## config.mk

```make
export PLATFORM = sky130hd
export DESIGN_NAME = mode_select_target_flat
export DESIGN_NICKNAME = d
export VERILOG_FILES = /design/src/msel_pkg.sv /design/src/mode_select_link.sv /design/src/mode_select_target.sv /design/src/flat_wrapper.sv
export VERILOG_INCLUDE_DIRS = /design/src
export SDC_FILE = /design/constraint.sdc
export NUM_CORES = 1
export LEC_CHECK = 0
export BUFFER_PORTS_ARGS = -buffer_cell sky130_fd_sc_hd__buf_2
export CAP_MARGIN = 5
export CELL_PAD_IN_SITES_DETAIL_PLACEMENT = 0
export CELL_PAD_IN_SITES_GLOBAL_PLACEMENT = 1
export CORE_UTILIZATION = 33
export CTS_CLUSTER_DIAMETER = 30
export CTS_CLUSTER_SIZE = 16
export DETAILED_ROUTE_END_ITERATION = 6
export PLACE_DENSITY_LB_ADDON = 0.1
export SLEW_MARGIN = 20
export SYNTH_ARGS = -nofsm -noshare
export SYNTH_HDL_FRONTEND = slang
export SYNTH_SLANG_ARGS = --single-unit
export TNS_END_PERCENT = 20
```

## constraint.sdc

```tcl
create_clock -name clk_in -period 4.4 [get_ports clk_in]
set_clock_uncertainty 0.2 [all_clocks]
set_input_delay 0.66 -clock clk_in [delete_from_list [all_inputs] [get_ports clk_in]]
set_output_delay 0.66 -clock clk_in [all_outputs]
set_load 0.005 [all_outputs]
```

## src/msel_params.svh

```systemverilog
`ifndef MSEL_PARAMS_SVH
`define MSEL_PARAMS_SVH

// Parameter list layout
`define HDR_LEN 8'h04
`define PG_EAA_CODE 6'h1d
`define PG_EAA_LEN 8'h12
`define PG_LCD_CODE 6'h22
`define PG_LCD_LEN 8'h52
`define PG_CFG_CODE 6'h3d
`define PG_CFG_LEN 8'h28
`define PG_EXT_CODE 6'h3e
`define EAA_BODY 18

// Element address defaults
`define DEF_HANDLER_ADDR 16'hf618
`define DEF_STORAGE_ADDR 16'h0000
`define DEF_IE_ADDR 16'hfa00
`define DEF_DRIVE_ADDR 16'hfde8
`define TRANSPORT_COUNT 16'h0001

// Completion answers
`define SK_NONE 4'h0
`define SK_ILLEGAL 4'h5
`define SK_UNIT_ATTN 4'h6
`define ASC_INVALID_PARAM 16'h2600
`define ASC_PARAMS_CHANGED 16'h2a01
`define INITIATORS 8

// Target register offsets
`define T_EVT 8'h00
`define T_MASK 8'h04
`define T_ADDR_A 8'h08
`define T_ADDR_B 8'h0c
`define T_SENSE 8'h10
// Target event bits
`define EV_CHANGED 0
`define EV_REJECTED 1
`define EV_UA 2

// Initiator register offsets
`define I_CTRL 8'h00
`define I_BUF 8'h04
`define I_STAT 8'h08
`define I_EVT 8'h0c
`define I_MASK 8'h10

`endif

```

## src/msel_pkg.sv

```systemverilog
package msel_pkg;
	typedef enum logic [2:0] {
		T_IDLE = 3'b000,
		T_HDR = 3'b001,
		T_CODE = 3'b011,
		T_LEN = 3'b010,
		T_BODY = 3'b110,
		T_DONE = 3'b111
	} tgt_state_e;
	typedef enum logic [1:0] {
		I_IDLE = 2'b00,
		I_CMD = 2'b01,
		I_SEND = 2'b11,
		I_WAIT = 2'b10
	} ini_state_e;
endpackage

```

## src/mode_select_link.sv

```systemverilog
interface mode_select_link;
	logic bus_reset;
	logic cmd_valid;
	logic [2:0] cmd_initiator;
	logic cmd_save_pages;
	logic cmd_page_format;
	logic [7:0] cmd_length;
	logic data_valid;
	logic [7:0] data_byte;
	logic done_valid;
	logic done_check;
	logic [3:0] done_sense_key;
	logic [15:0] done_asc;
	modport target(input bus_reset, cmd_valid, cmd_initiator, cmd_save_pages, cmd_page_format, cmd_length,
		data_valid, data_byte, output done_valid, done_check, done_sense_key, done_asc);
	modport initiator(output bus_reset, cmd_valid, cmd_initiator, cmd_save_pages, cmd_page_format, cmd_length,
		data_valid, data_byte, input done_valid, done_check, done_sense_key, done_asc);
endinterface

```

## src/mode_select_target.sv

```systemverilog
`include "msel_params.svh"
module mode_select_target import msel_pkg::*; (
	input wire logic clk_in,
	input wire logic reset_n_in,
	mode_select_link.target link,
	input wire logic [15:0] cfg_storage_count_in,
	input wire logic [15:0] cfg_ie_count_in,
	input wire logic [15:0] cfg_drive_count_in,
	input wire logic [7:0] addr_in,
	input wire logic [31:0] wdata_in,
	input wire logic wr_in,
	input wire logic rd_in,
	output logic [31:0] rdata_out,
	output logic irq_out,
	output logic nv_write_out
);
	tgt_state_e state_q;
	logic [7:0] remain_q;
	logic [7:0] idx_q;
	logic [7:0] pg_len_q;
	logic [1:0] pg_sel_q;
	logic [3:0] seen_q;
	logic err_q;
	logic ua_hit_q;
	logic sp_q;
	logic [2:0] init_q;
	logic [7:0] body_q [0:`EAA_BODY-1];
	logic ua_pend_q [0:`INITIATORS-1];
	logic [15:0] cur_hand_q, cur_stor_q, cur_ie_q, cur_drv_q;
	logic [15:0] sav_hand_q, sav_stor_q, sav_ie_q, sav_drv_q;
	logic [2:0] evt_q;
	logic [2:0] mask_q;
	logic [3:0] last_sk_q;
	logic [15:0] last_asc_q;
	logic last_byte, at_bound, eaa_bad, accept;
	logic [1:0] code_sel;
	logic code_ok;

	function automatic logic [15:0] be16(input logic [7:0] hi, input logic [7:0] lo);
		be16 = {hi, lo};
	endfunction

	// Page code decode
	always_comb begin
		code_ok = 1'b1;
		code_sel = 2'd0;
		case (link.data_byte[5:0])
			`PG_EAA_CODE: code_sel = 2'd0;
			`PG_LCD_CODE: code_sel = 2'd1;
			`PG_CFG_CODE: code_sel = 2'd2;
			`PG_EXT_CODE: code_sel = 2'd3;
			default: code_ok = 1'b0;
		endcase
	end

	// Stream position checks
	assign last_byte = link.data_valid && (remain_q == 8'd1);
	always_comb begin
		case (state_q)
			T_HDR: at_bound = (idx_q == `HDR_LEN - 8'd1);
			T_LEN: at_bound = (link.data_byte == 8'h00);
			T_BODY: at_bound = (idx_q == pg_len_q - 8'd1);
			default: at_bound = 1'b0;
		endcase
	end

	// Element page field checks, body index is page byte minus two
	assign eaa_bad = seen_q[0] && (
		(be16(body_q[2], body_q[3]) != `TRANSPORT_COUNT) ||
		(be16(body_q[6], body_q[7]) != cfg_storage_count_in) ||
		(be16(body_q[10], body_q[11]) != cfg_ie_count_in) ||
		(be16(body_q[14], body_q[15]) != cfg_drive_count_in) ||
		(be16(body_q[16], body_q[17]) != 16'h0000));
	assign accept = (state_q == T_DONE) && !err_q && !ua_hit_q && !eaa_bad;

	// Command parser; bus reset aborts the command in flight
	always_ff @(posedge clk_in) begin
		if (!reset_n_in || link.bus_reset) begin
			state_q <= T_IDLE;
			remain_q <= 8'h00;
			idx_q <= 8'h00;
			pg_len_q <= 8'h00;
			pg_sel_q <= 2'd0;
			seen_q <= 4'h0;
			err_q <= 1'b0;
			ua_hit_q <= 1'b0;
			sp_q <= 1'b0;
			init_q <= 3'd0;
		end else begin
			if (link.data_valid && state_q != T_IDLE && state_q != T_DONE) begin
				remain_q <= remain_q - 8'd1;
				if (last_byte && !at_bound)
					err_q <= 1'b1;
			end
			case (state_q)
				T_IDLE: if (link.cmd_valid) begin
					remain_q <= link.cmd_length;
					idx_q <= 8'h00;
					seen_q <= 4'h0;
					err_q <= !link.cmd_page_format;
					ua_hit_q <= ua_pend_q[link.cmd_initiator];
					sp_q <= link.cmd_save_pages;
					init_q <= link.cmd_initiator;
					state_q <= (link.cmd_length == 8'h00) ? T_DONE : T_HDR;
				end
				T_HDR: if (link.data_valid) begin
					if (link.data_byte != 8'h00)
						err_q <= 1'b1;
					idx_q <= idx_q + 8'd1;
					state_q <= last_byte ? T_DONE : (at_bound ? T_CODE : T_HDR);
				end
				T_CODE: if (link.data_valid) begin
					if (!code_ok || link.data_byte[7:6] != 2'b00 || seen_q[code_sel])
						err_q <= 1'b1;
					seen_q[code_sel] <= code_ok;
					pg_sel_q <= code_sel;
					state_q <= last_byte ? T_DONE : T_LEN;
				end
				T_LEN: if (link.data_valid) begin
					case (pg_sel_q)
						2'd0: if (link.data_byte != `PG_EAA_LEN) err_q <= 1'b1;
						2'd1: if (link.data_byte != `PG_LCD_LEN) err_q <= 1'b1;
						2'd2: if (link.data_byte != `PG_CFG_LEN) err_q <= 1'b1;
						default: ;
					endcase
					pg_len_q <= link.data_byte;
					idx_q <= 8'h00;
					state_q <= last_byte ? T_DONE : (at_bound ? T_CODE : T_BODY);
				end
				T_BODY: if (link.data_valid) begin
					idx_q <= idx_q + 8'd1;
					state_q <= last_byte ? T_DONE : (at_bound ? T_CODE : T_BODY);
				end
				T_DONE: state_q <= T_IDLE;
				default: state_q <= T_IDLE;
			endcase
		end
	end

	// Element page body capture, one slot per byte
	genvar g;
	generate
		for (g = 0; g < `EAA_BODY; g++) begin : g_body
			always_ff @(posedge clk_in) begin
				if (!reset_n_in)
					body_q[g] <= 8'h00;
				else if (state_q == T_BODY && link.data_valid && pg_sel_q == 2'd0 && idx_q == 8'(g))
					body_q[g] <= link.data_byte;
			end
		end
	endgenerate

	// Pending unit attention per initiator; a set beats the clear
	// A list without pages changes nothing, so it posts no attention
	generate
		for (g = 0; g < `INITIATORS; g++) begin : g_ua
			always_ff @(posedge clk_in) begin
				if (!reset_n_in)
					ua_pend_q[g] <= 1'b0;
				else if (accept && seen_q != 4'h0 && init_q != 3'(g))
					ua_pend_q[g] <= 1'b1;
				else if (state_q == T_DONE && ua_hit_q && init_q == 3'(g))
					ua_pend_q[g] <= 1'b0;
			end
		end
	endgenerate

	// Saved copy, only a power-up reset restores defaults
	always_ff @(posedge clk_in) begin
		if (!reset_n_in) begin
			sav_hand_q <= `DEF_HANDLER_ADDR;
			sav_stor_q <= `DEF_STORAGE_ADDR;
			sav_ie_q <= `DEF_IE_ADDR;
			sav_drv_q <= `DEF_DRIVE_ADDR;
		end else if (accept && seen_q[0] && sp_q) begin
			sav_hand_q <= be16(body_q[0], body_q[1]);
			sav_stor_q <= be16(body_q[4], body_q[5]);
			sav_ie_q <= be16(body_q[8], body_q[9]);
			sav_drv_q <= be16(body_q[12], body_q[13]);
		end
	end

	// Current set: reloaded from saved on bus reset, updated on accept only
	always_ff @(posedge clk_in) begin
		if (!reset_n_in) begin
			cur_hand_q <= `DEF_HANDLER_ADDR;
			cur_stor_q <= `DEF_STORAGE_ADDR;
			cur_ie_q <= `DEF_IE_ADDR;
			cur_drv_q <= `DEF_DRIVE_ADDR;
		end else if (link.bus_reset) begin
			cur_hand_q <= sav_hand_q;
			cur_stor_q <= sav_stor_q;
			cur_ie_q <= sav_ie_q;
			cur_drv_q <= sav_drv_q;
		end else if (accept && seen_q[0]) begin
			cur_hand_q <= be16(body_q[0], body_q[1]);
			cur_stor_q <= be16(body_q[4], body_q[5]);
			cur_ie_q <= be16(body_q[8], body_q[9]);
			cur_drv_q <= be16(body_q[12], body_q[13]);
		end
	end

	// Completion answer, two cycles after the last byte
	always_ff @(posedge clk_in) begin
		if (!reset_n_in) begin
			link.done_valid <= 1'b0;
			link.done_check <= 1'b0;
			link.done_sense_key <= `SK_NONE;
			link.done_asc <= 16'h0000;
			nv_write_out <= 1'b0;
		end else begin
			link.done_valid <= (state_q == T_DONE) && !link.bus_reset;
			nv_write_out <= 1'b0;
			if (state_q == T_DONE) begin
				link.done_check <= !accept;
				if (ua_hit_q) begin
					link.done_sense_key <= `SK_UNIT_ATTN;
					link.done_asc <= `ASC_PARAMS_CHANGED;
				end else if (!accept) begin
					link.done_sense_key <= `SK_ILLEGAL;
					link.done_asc <= `ASC_INVALID_PARAM;
				end else begin
					link.done_sense_key <= `SK_NONE;
					link.done_asc <= 16'h0000;
				end
				// Config and external pages reach storage even with save-pages clear
				nv_write_out <= accept && ((sp_q && seen_q != 4'h0) || seen_q[2] || seen_q[3]);
			end
		end
	end

	// Sticky events, set wins over the read clear
	always_ff @(posedge clk_in) begin
		if (!reset_n_in) begin
			evt_q <= 3'b000;
			mask_q <= 3'b000;
			last_sk_q <= `SK_NONE;
			last_asc_q <= 16'h0000;
		end else begin
			evt_q <= ((rd_in && addr_in == `T_EVT) ? 3'b000 : evt_q) | {
				state_q == T_DONE && ua_hit_q,
				state_q == T_DONE && !accept && !ua_hit_q,
				accept && seen_q != 4'h0};
			if (wr_in && addr_in == `T_MASK)
				mask_q <= wdata_in[2:0];
			// Taken once the answer stands, not while it is being built
			if (link.done_valid) begin
				last_sk_q <= link.done_sense_key;
				last_asc_q <= link.done_asc;
			end
		end
	end

	// Register reads; unmapped offsets read zero
	always_ff @(posedge clk_in) begin
		if (!reset_n_in) begin
			rdata_out <= 32'h0000_0000;
			irq_out <= 1'b0;
		end else begin
			irq_out <= |(evt_q & mask_q);
			rdata_out <= 32'h0000_0000;
			if (rd_in) begin
				case (addr_in)
					`T_EVT: rdata_out <= {29'h0, evt_q};
					`T_MASK: rdata_out <= {29'h0, mask_q};
					`T_ADDR_A: rdata_out <= {cur_stor_q, cur_hand_q};
					`T_ADDR_B: rdata_out <= {cur_drv_q, cur_ie_q};
					`T_SENSE: rdata_out <= {12'h0, last_sk_q, last_asc_q};
					default: rdata_out <= 32'h0000_0000;
				endcase
			end
		end
	end
endmodule

```

## src/flat_wrapper.sv

```systemverilog
// flat-port wrapper written by rule: the top's interface ports become plain ports
module mode_select_target_flat import msel_pkg::*;
  (clk_in, reset_n_in, cfg_storage_count_in, cfg_ie_count_in, cfg_drive_count_in, addr_in, wdata_in, wr_in, rd_in, rdata_out, irq_out, nv_write_out, link_bus_reset, link_cmd_valid, link_cmd_initiator, link_cmd_save_pages, link_cmd_page_format, link_cmd_length, link_data_valid, link_data_byte, link_done_valid, link_done_check, link_done_sense_key, link_done_asc);
  mode_select_link link_i ();
  input wire logic clk_in;
  input wire logic reset_n_in;
  input wire logic [15:0] cfg_storage_count_in;
  input wire logic [15:0] cfg_ie_count_in;
  input wire logic [15:0] cfg_drive_count_in;
  input wire logic [7:0] addr_in;
  input wire logic [31:0] wdata_in;
  input wire logic wr_in;
  input wire logic rd_in;
  output logic [31:0] rdata_out;
  output logic irq_out;
  output logic nv_write_out;
  input wire logic [$bits(link_i.bus_reset)-1:0] link_bus_reset;
  input wire logic [$bits(link_i.cmd_valid)-1:0] link_cmd_valid;
  input wire logic [$bits(link_i.cmd_initiator)-1:0] link_cmd_initiator;
  input wire logic [$bits(link_i.cmd_save_pages)-1:0] link_cmd_save_pages;
  input wire logic [$bits(link_i.cmd_page_format)-1:0] link_cmd_page_format;
  input wire logic [$bits(link_i.cmd_length)-1:0] link_cmd_length;
  input wire logic [$bits(link_i.data_valid)-1:0] link_data_valid;
  input wire logic [$bits(link_i.data_byte)-1:0] link_data_byte;
  output wire logic [$bits(link_i.done_valid)-1:0] link_done_valid;
  output wire logic [$bits(link_i.done_check)-1:0] link_done_check;
  output wire logic [$bits(link_i.done_sense_key)-1:0] link_done_sense_key;
  output wire logic [$bits(link_i.done_asc)-1:0] link_done_asc;
  assign link_i.bus_reset = link_bus_reset;
  assign link_i.cmd_valid = link_cmd_valid;
  assign link_i.cmd_initiator = link_cmd_initiator;
  assign link_i.cmd_save_pages = link_cmd_save_pages;
  assign link_i.cmd_page_format = link_cmd_page_format;
  assign link_i.cmd_length = link_cmd_length;
  assign link_i.data_valid = link_data_valid;
  assign link_i.data_byte = link_data_byte;
  assign link_done_valid = link_i.done_valid;
  assign link_done_check = link_i.done_check;
  assign link_done_sense_key = link_i.done_sense_key;
  assign link_done_asc = link_i.done_asc;
  mode_select_target u_core (.clk_in(clk_in), .reset_n_in(reset_n_in), .link(link_i), .cfg_storage_count_in(cfg_storage_count_in), .cfg_ie_count_in(cfg_ie_count_in), .cfg_drive_count_in(cfg_drive_count_in), .addr_in(addr_in), .wdata_in(wdata_in), .wr_in(wr_in), .rd_in(rd_in), .rdata_out(rdata_out), .irq_out(irq_out), .nv_write_out(nv_write_out));
endmodule
```

# == Yosys cells after proc, flatten, opt, wreduce, memory -nomap -nowiden ==
# Memories as Yosys holds them, arrays and structs flattened. A register that Yosys moved wholly into a read port is not among the register bits.
# Cells that the tools add are included.
# word_totals
regBits,248
latchBits,0
ramBits,152
romBits,0
input_bits,116
output_inout_bits,56
word_cells,436
memories,2
# mem_list
name,depth,width,rd,rd_ports_with_merged_regs,wr,line_no,text
u_core.body_q,18,8,18,0,18,mode_select_target.sv:27,logic [7:0] body_q [0:`EAA_BODY-1];
u_core.ua_pend_q,8,1,1,1,8,mode_select_target.sv:28,logic ua_pend_q [0:`INITIATORS-1];
# op_classes
n_addsub,3
mul,0
div_mod_pow,0
n_lt_le_gt_ge,2
eq_ne,62
shift,0
mux,201
n_bitwise,36
n_reduce_logical,102
# ops
op,count
$mux 8,24
$pmux 32 s5,1
$mux 16,9
$mux 1,141
$eq 8x4->1 const B,10
$logic_and 1x1->1,56
$ne 16x16->1,3
$eq 8x3->1 const B,5
$or 1x1->1,34
$mux 3,11
$logic_not 8->1,4
$eq 8x5->1 const B,3
$pmux 8 s3,1
$eq 3x3->1 const B,6
$eq 6x6->1 const B,3
$eq 8x1->1 const B,2
$eq 8x2->1 const B,2
$ne 16x1->1 const B,1
$reduce_bool 16->1,1
$sub 8x1->8 const B,2
$ne 3x3->1 const B,5
$mux 14,1
$eq 3x2->1 const B,4
$mux 4,3
40 further kinds,74

# == Depth between registers and ports, before layout ==
# Gate-level depths: netlist (run 1).
# An unclocked memory read counts as a cell.
# depth
ltp_word,16
depth_mapped,10
depth_no_buf,8

# == Worst setup path before layout (run 1) ==
# Ideal clock, no wire load.
# synth_path
kind,input port to flip-flop
start,in cfg_storage_count_in[14]
end,"mem u_core.ua_pend_q[6], enable pin"
setup_time_ns,0.302
t_arrival_ns,2.381
required_ns,3.898
path_slack_ns,1.516
cell_stages,7
n_path_buf,1
path_cell_list,xnor2_1 > nand4_1 > or4_4 > o41ai_2 > nand2_2 > buf_6 > o21ai_1
# synth_lines
item,line_no,text
from (decl),flat_wrapper.sv:7,input wire logic [15:0] cfg_storage_count_in;
to (decl),mode_select_target.sv:28,

==> results of run 1 <==
[path summary, 6_finish.rpt]
path                        startpoint                     to  slack (ns)  cells after the start
hold reg to reg   u_core.sav_hand_q[6]   u_core.sav_hand_q[6]        0.25                      2
setup reg to reg   u_core.body_q[8][1]  u_core.sav_stor_q[15]        1.23                      7
setup / recovery   u_core.body_q[8][1]  u_core.sav_stor_q[15]        1.23                      7
hold / removal             wdata_in[0]       u_core.mask_q[0]        0.09                      3
[metal layers]
| layer | up-vias | part of all wire | track usage |
|---|---|---|---|
| met2 | 297 | 0.45 | 0.293 |
| li1 | 6264 | - | - |
| met4 | 12 | 0.019 | 0.0656 |
| met3 | 82 | 0.050 | 0.0458 |
| met1 | 6029 | 0.48 | 0.260 |
| met5 | - | 0.0016 | 0 |
[flip-flops by register name (all words and copies together), names as in the netlist, 3 cells and up]
signal and count:
u_core.sav_hand_q 16, u_core.remain_q 8, u_core.seen_q 4, u_core.last_asc_q 3, u_core.ua_pend_q 8, u_core.sav_stor_q 16, u_core.init_q 3, u_core.cur_drv_q 16
u_core.body_q 144, u_core.cur_stor_q 16, u_core.sav_ie_q 16, u_core.cur_ie_q 16, u_core.rdata_out 32, u_core.evt_q 3, u_core.idx_q 8, u_core.cur_hand_q 16
u_core.sav_drv_q 16, u_core.state_q 3, u_core.pg_len_q 8, u_core.mask_q 3
[per-stage QoR]
step,hold WS [ns],setup WS [ns],cells,instance area (um2)
2_1_floorplan,0.232,1.52,1676,16500
3_3_place_gp,0.238,0.889,2373,17700
3_5_place_dp,0.244,0.886,2373,17700
4_1_cts,0.0498,1.15,2570,21300
5_1_grt,0.0629,0.994,2571,21300
6_report,0.0899,1.23,2573,21300
[worst reg2reg max path: cells and delay by family, from the launching register on]
family	cells	cell delay, ns
multiplexers	1	0.19
AND/OR/NAND/NOR	5	2.09
flip-flops	1	0.36
buffers and inverters	1	0.25
[kinds of logic (layout without fill, tap and decap cells)]
| logic type | after synthesis | in the layout | synth area share |
|---|---|---|---|
| simple gates | 678 | 678 | 0.207 |
| flops | 367 | 367 | 0.537 |
| compound gates | 288 | 288 | 0.114 |
| buf+inv | 178 | 408 | 0.0502 |
| mux | 78 | 78 | 0.0496 |
| xor+xnor | 68 | 68 | 0.0361 |
| fa+ha+maj | 7 | 7 | 0.00531 |
| other cells | 1 | 15 | 0.000227 |
[where the power goes]
part	switching, mW	internal (mW)
Clock	2.19	5.35
Sequential	0.0448	3.63
Combinational	0.282	0.139
Total	2.52	9.12
[cells in the final DEF (no fill, tap or decap), types with 10 or more instances in the layout]
master	instances
o21ai_0	67
clkbuf_16	112
dfxtp_1	216
and2_1	144
xor2_1	43
nand4_1	19
conb_1	12
nor2_1	148
buf_2	128
nor4_1	25
buf_4	35
bufinv_16	11
edfxtp_1	151
clkbuf_1	14
a211oi_1	97
mux2i_1	66
inv_1	42
a21oi_1	50
a31oi_1	29
mux2_2	10
nand2_1	153
clkinv_2	28
xnor2_1	25
nor3_1	105
nand3_1	25
clkinv_1	14
[synthesized netlist by cell type (25+ instances only)]
| cell type | count | area [um2] |
|---|---|---|
| xnor2_1 | 25 | 219 |
| nand2_1 | 154 | 578 |
| clkbuf_1 | 86 | 323 |
| and2_1 | 145 | 907 |
| nor3_1 | 105 | 526 |
| o21ai_0 | 67 | 335 |
| nand3_1 | 25 | 125 |
| dfxtp_1 | 216 | 4320 |
| inv_1 | 42 | 158 |
| nor2_1 | 148 | 556 |
| a211oi_1 | 97 | 728 |
| a21oi_1 | 50 | 250 |
| mux2i_1 | 66 | 661 |
| edfxtp_1 | 151 | 4530 |
| xor2_1 | 43 | 377 |
| nor4_1 | 25 | 156 |
| a31oi_1 | 29 | 181 |
[cell type report]
class | count | area (um2) | area share
flip-flops and latches | 367 | 8860 | 0.415
multi-input cells | 1131 | 6860 | 0.321
clock buffers | 135 | 2980 | 0.140
repair buffers | 168 | 1000 | 0.0470
well taps | 664 | 831 | 0.0389
clock inverters | 62 | 642 | 0.0301
inverters | 43 | 161 | 0.00756
diodes | 3 | 7.51 | 0.000352
==> metrics, run 1 <==
outcome=completed; clock root buffer=clkbuf_16; cts repair resizes=0; final wirelength=47500 um; Layout fillers=4694; port buffer count=130; final setup fails=0; FMAX=0.316 GHz; WL/cell=18.5 um; starting density of the core=0.335; Cell Chain, Critical Path=nor4_1 > nand4_1 > or4_4 > nor4b_4 > and2_2 > buf_12 > mux2i_1; Core ar.=a little under 50000 um2; number of global-route vias before repair=about 12000; H-tree level count=3; Post-CTS Setup Repair Bufs=0; final period utilization=0.720; hold buffer count at CTS=0; Worst path max stage delay=0.67 ns; DP HPWL=29200 um; critical path class=reg2reg; register bit count reported by yosys=367; FFs w/ async S/R, synth=0; min Tclk post-route=3.17 ns; global-route wire length before repair=73100 um; crit end category=register; Final ANT Viol Nets=0; Cell Rows=a little over 80; CP max stage cell=and2_2; largest net degree at the start of global routing=154; Final Hold Viols=0; CTS tree=built; Synth cell types=75; Crit path required time=4.74 ns; Post-layout nets=between 1500 and 2000; clk_lat worst skew=0.62 ns; YS warnings=0; Leakage Power=8.03 nW; hold crit path type=in2reg; drt first pass iters=7; initial antenna violation count=9; Synth Instances=1665; GPL Wtd Cong=0.769; Congestion Overflow GR=0; Seq/Total Area, Yosys=0.537; vias per inst=4.93; Post-synth top flop=dfxtp_1; Max IR drop VDD=0.000312 V; P&R area growth vs syn=29.5%; Max Fanout on Critical Path=18; PD cells=545 nW/um2; setup repair after global routing missed its margin=false; Pins Over Slew Limit=0; die width=226 um; via count=between 10000 and 15000; Syn Area/Cell=slightly below 10 um2; GRT Util Overall=0.190; die area=50900 um2; CP bufs+invs=1; fin util=0.434; num ports=172; crit path DAT=3.51 ns; Setup TNS Final=0 ns; DRC violations left=0; TritonCTS Buffers=approximately 100; Pwr Total=11.6 mW; CTS Buffer Depth=3; clock sink count=367; Tightest Pin Transition=0.976 ns; 1st-iter DRT viols=716; Slew headroom=0.344; layout cells sized above 1=0.198; EDFF count, synth=151; Die Span Y=226 um; Reg clk slew, reported paths=about 0.040 ns; kind of cell with the highest combined delay on the critical path=simple AND/OR/NAND/NOR gates; max_cap viols=0; Mapped Area=roughly 16000 um2; Worst Setup Start Kind=register
No activity file was read; power rests on OpenSTA's default activity.
==> run 2: changes to the inputs <==
- ABC_AREA: unset -> 1
- clock period: 4.4 -> 2.9 ns (I/O delays scaled with it)
==> run 2 against run 1 <==
  * Clock power is 37% higher
  * Sequential share of layout area is 0.61 points lower
  * Critical path depth is 1 higher
  * Total power is 43% higher
  * Cell area is 1.5% higher
  * Worst setup slack worse by 0.93 ns
  * Wire length is 2.0% higher
  * First-iteration DRC count is 16% higher
  * Die area is 0.30% higher
  * Flip-flop and latch count stayed put
  * Critical path type unchanged
  * Largest power group unchanged
==> metrics, run 2 <==
layout cells sized above 1=0.158; die area=51000 um2; EDFF count, synth=approximately 150; Post-synth top flop=dfxtp_1; Slew headroom=0.334; number of global-route vias before repair=13800; Max IR drop VDD=0.000434 V; final wirelength=48400 um; crit end category=register; Tightest Pin Transition=0.996 ns; PD cells=770 nW/um2; setup repair after global routing missed its margin=false; synth top area cells=edfxtp_1 27%, dfxtp_1 26%, nand2_1 12%, nor2_1 8.6%, nand3_1 5.2%; hold crit path type=in2reg; Post-CTS Setup Repair Bufs=0; Cell Rows=slightly above 80; critical path class=reg2reg; clock root buffer=clkbuf_16; worst hold margin=roughly 0.054 ns; Mapped Area=16500 um2; largest net degree at the start of global routing=113; storage element area=8860 um2; Pins Over Slew Limit=0; Worst Setup Start Kind=register; post-synth top area cell=edfxtp_1; starting density of the core=0.336; final setup fails=0; multi-input logic area=6440 um2; worst reg2reg setup slack=around 0.31 ns; P&R area growth vs syn=31.0%; num ports=172; most common cell after layout, fill and taps aside=nand2_1; TritonCTS Buffers=95; Max Fanout on Critical Path=8; final period utilization=0.894; start of the worst register-to-register path=u_core.state_q[1]; die width=226 um; hold path depth=4; clk_lat worst skew=0.62 ns; CTS tree=built; register bit count reported by yosys=367; vias per inst=4.61; outcome=completed; FMAX=~0.39 GHz; Endpoint, Worst Hold=u_core.mask_q[1]; r2r endpoint=u_core.body_q[6][1]; global-route wire length before repair=75900 um; WL/cell=15.8 um; Ant. Diodes=0; via count=about 14000; DRC violations left=0; GRT Util Overall=0.194; worst hold path startpoint=wr_in; clock sink count=367; Seq/Total Area, Yosys=0.536; Final ANT Viol Nets=0; H-tree level count=3; initial antenna violation count=1; Post-layout nets=~2500; CTS Buffer Depth=3; Biggest register=u_core.body_q; Synth Instances=2114; min Tclk post-route=2.59 ns; top cell type's share of synthesized area=0.274; Core ar.=between 40000 and 50000 um2; Reg clk slew, reported paths=0.05 ns; most frequent cells in the layout=522 x nand2_1, 380 x nor2_1, 216 x dfxtp_1, 201 x inv_1, 169 x nand3_1; drt first pass iters=5; max_cap viols=0; Die Span Y=226 um; DP HPWL=31300 um; most common cell in the synthesized netlist=nand2_1; Final Hold Viols=0; Congestion Overflow GR=0; port buffer count=130; Layout Cells excl Fill=3071; Crit path required time=3.16 ns; YS warnings=0; GPL Wtd Cong=roughly 0.79; Reg2Reg Depth=8; biggest regs=u_core.body_q: 144 flops, u_core.rdata_out: 32 flops; dpl cells=approximately 2900; Synth cell types=44; Setup TNS Final=0 ns; crit path DAT=2.85 ns; number of flip-flops in the largest register=144; fin util=0.441; most frequent cells after synthesis=522 x nand2_1, 381 x nor2_1, 216 x dfxtp_1; Syn Area/Cell=7.82 um2; Layout fillers=4907; Leakage Power=9.71 nW; FFs w/ async S/R, synth=0; 1st-iter DRT viols=around 830
run 2: area by class of cell:
class	instances	share of cell area
Clock buffer	139	0.127
Multi-Input combinational cell	1430	0.297
Inverter	212	0.0370
Tap cell	664	0.0384
Clock inverter	38	0.0215
Timing Repair Buffer	221	0.0699
Sequential cell	367	0.409
run 2: layer usage:
metal | vias up | global-route usage | part of all wire
met3 | 86 | 0.0423 | 0.047
met5 | - | 0 | 0.00029
met2 | 303 | 0.315 | 0.46
met1 | 6517 | 0.257 | 0.47
li1 | 7235 | - | -
met4 | 2 | 0.0612 | 0.021
run 2: through the flow:
stage / instance area, um2 / total power [mW] / setup slack, ns
global route: 21700 / 17.3 / 0.0696
finish: 21700 / 16.7 / 0.308
CTS: 21700 / 16.9 / 0.164
detailed placement: 18200 / 6.43 / 0.156
floorplan: 16600 / 6.12 / 0.380
global placement: 18200 / 6.42 / 0.180
run 2: how the worst max path moves through the flow:
stage / slack (ns) / cells past startpoint / from / endpoint
after floorplan: 0.38 / 8 / u_core.state_q[1] / u_core.body_q[1][10]
after global placement: 0.18 / 14 / cfg_storage_count_in[14] / u_core.sav_drv_q[1]
after detailed placement: 0.16 / 14 / cfg_storage_count_in[14] / u_core.sav_ie_q[1]
after CTS: 0.16 / 8 / u_core.state_q[1] / u_core.body_q[6][2]
after global routing: 0.07 / 8 / u_core.state_q[1] / u_core.body_q[6][1]
final: 0.31 / 8 / u_core.state_q[1] / u_core.body_q[6][1]
run 2: timing repair:
action                     CTS  global route
hold buffers                21             0
setup endpoints to repair    0             9
hold endpoints to repair    21             0
resized for setup            0             2
run 2: cells by family after synthesis:
group                    Yosys count  synth area share
adder cells (fa/ha/maj)            7           0.00530
XOR/XNOR                          37            0.0196
AO/OA/AOI/OAI                    238            0.0769
other                              1          0.000227
flip-flops                       367             0.536
buffers and inverters            328            0.0804
AND/OR/NAND/NOR                 1136             0.282
run 2: critical path, cell delays in order (launching register included):
cell	delay (ns)
dfxtp_1	0.42
nand2_1	0.14
nor2_1	0.22
inv_2	0.08
nor4_4	0.36
inv_2	0.09
nor3_2	0.41
nand3_2	0.34
nor2_1	0.18
run 2: power by group:
group	internal (mW)	switching, mW	total [mW]
Combinational	0.264	0.485	0.750
Sequential	5.53	0.0741	5.60
Clock	7.22	3.12	10.3
Total	13.0	3.67	16.7
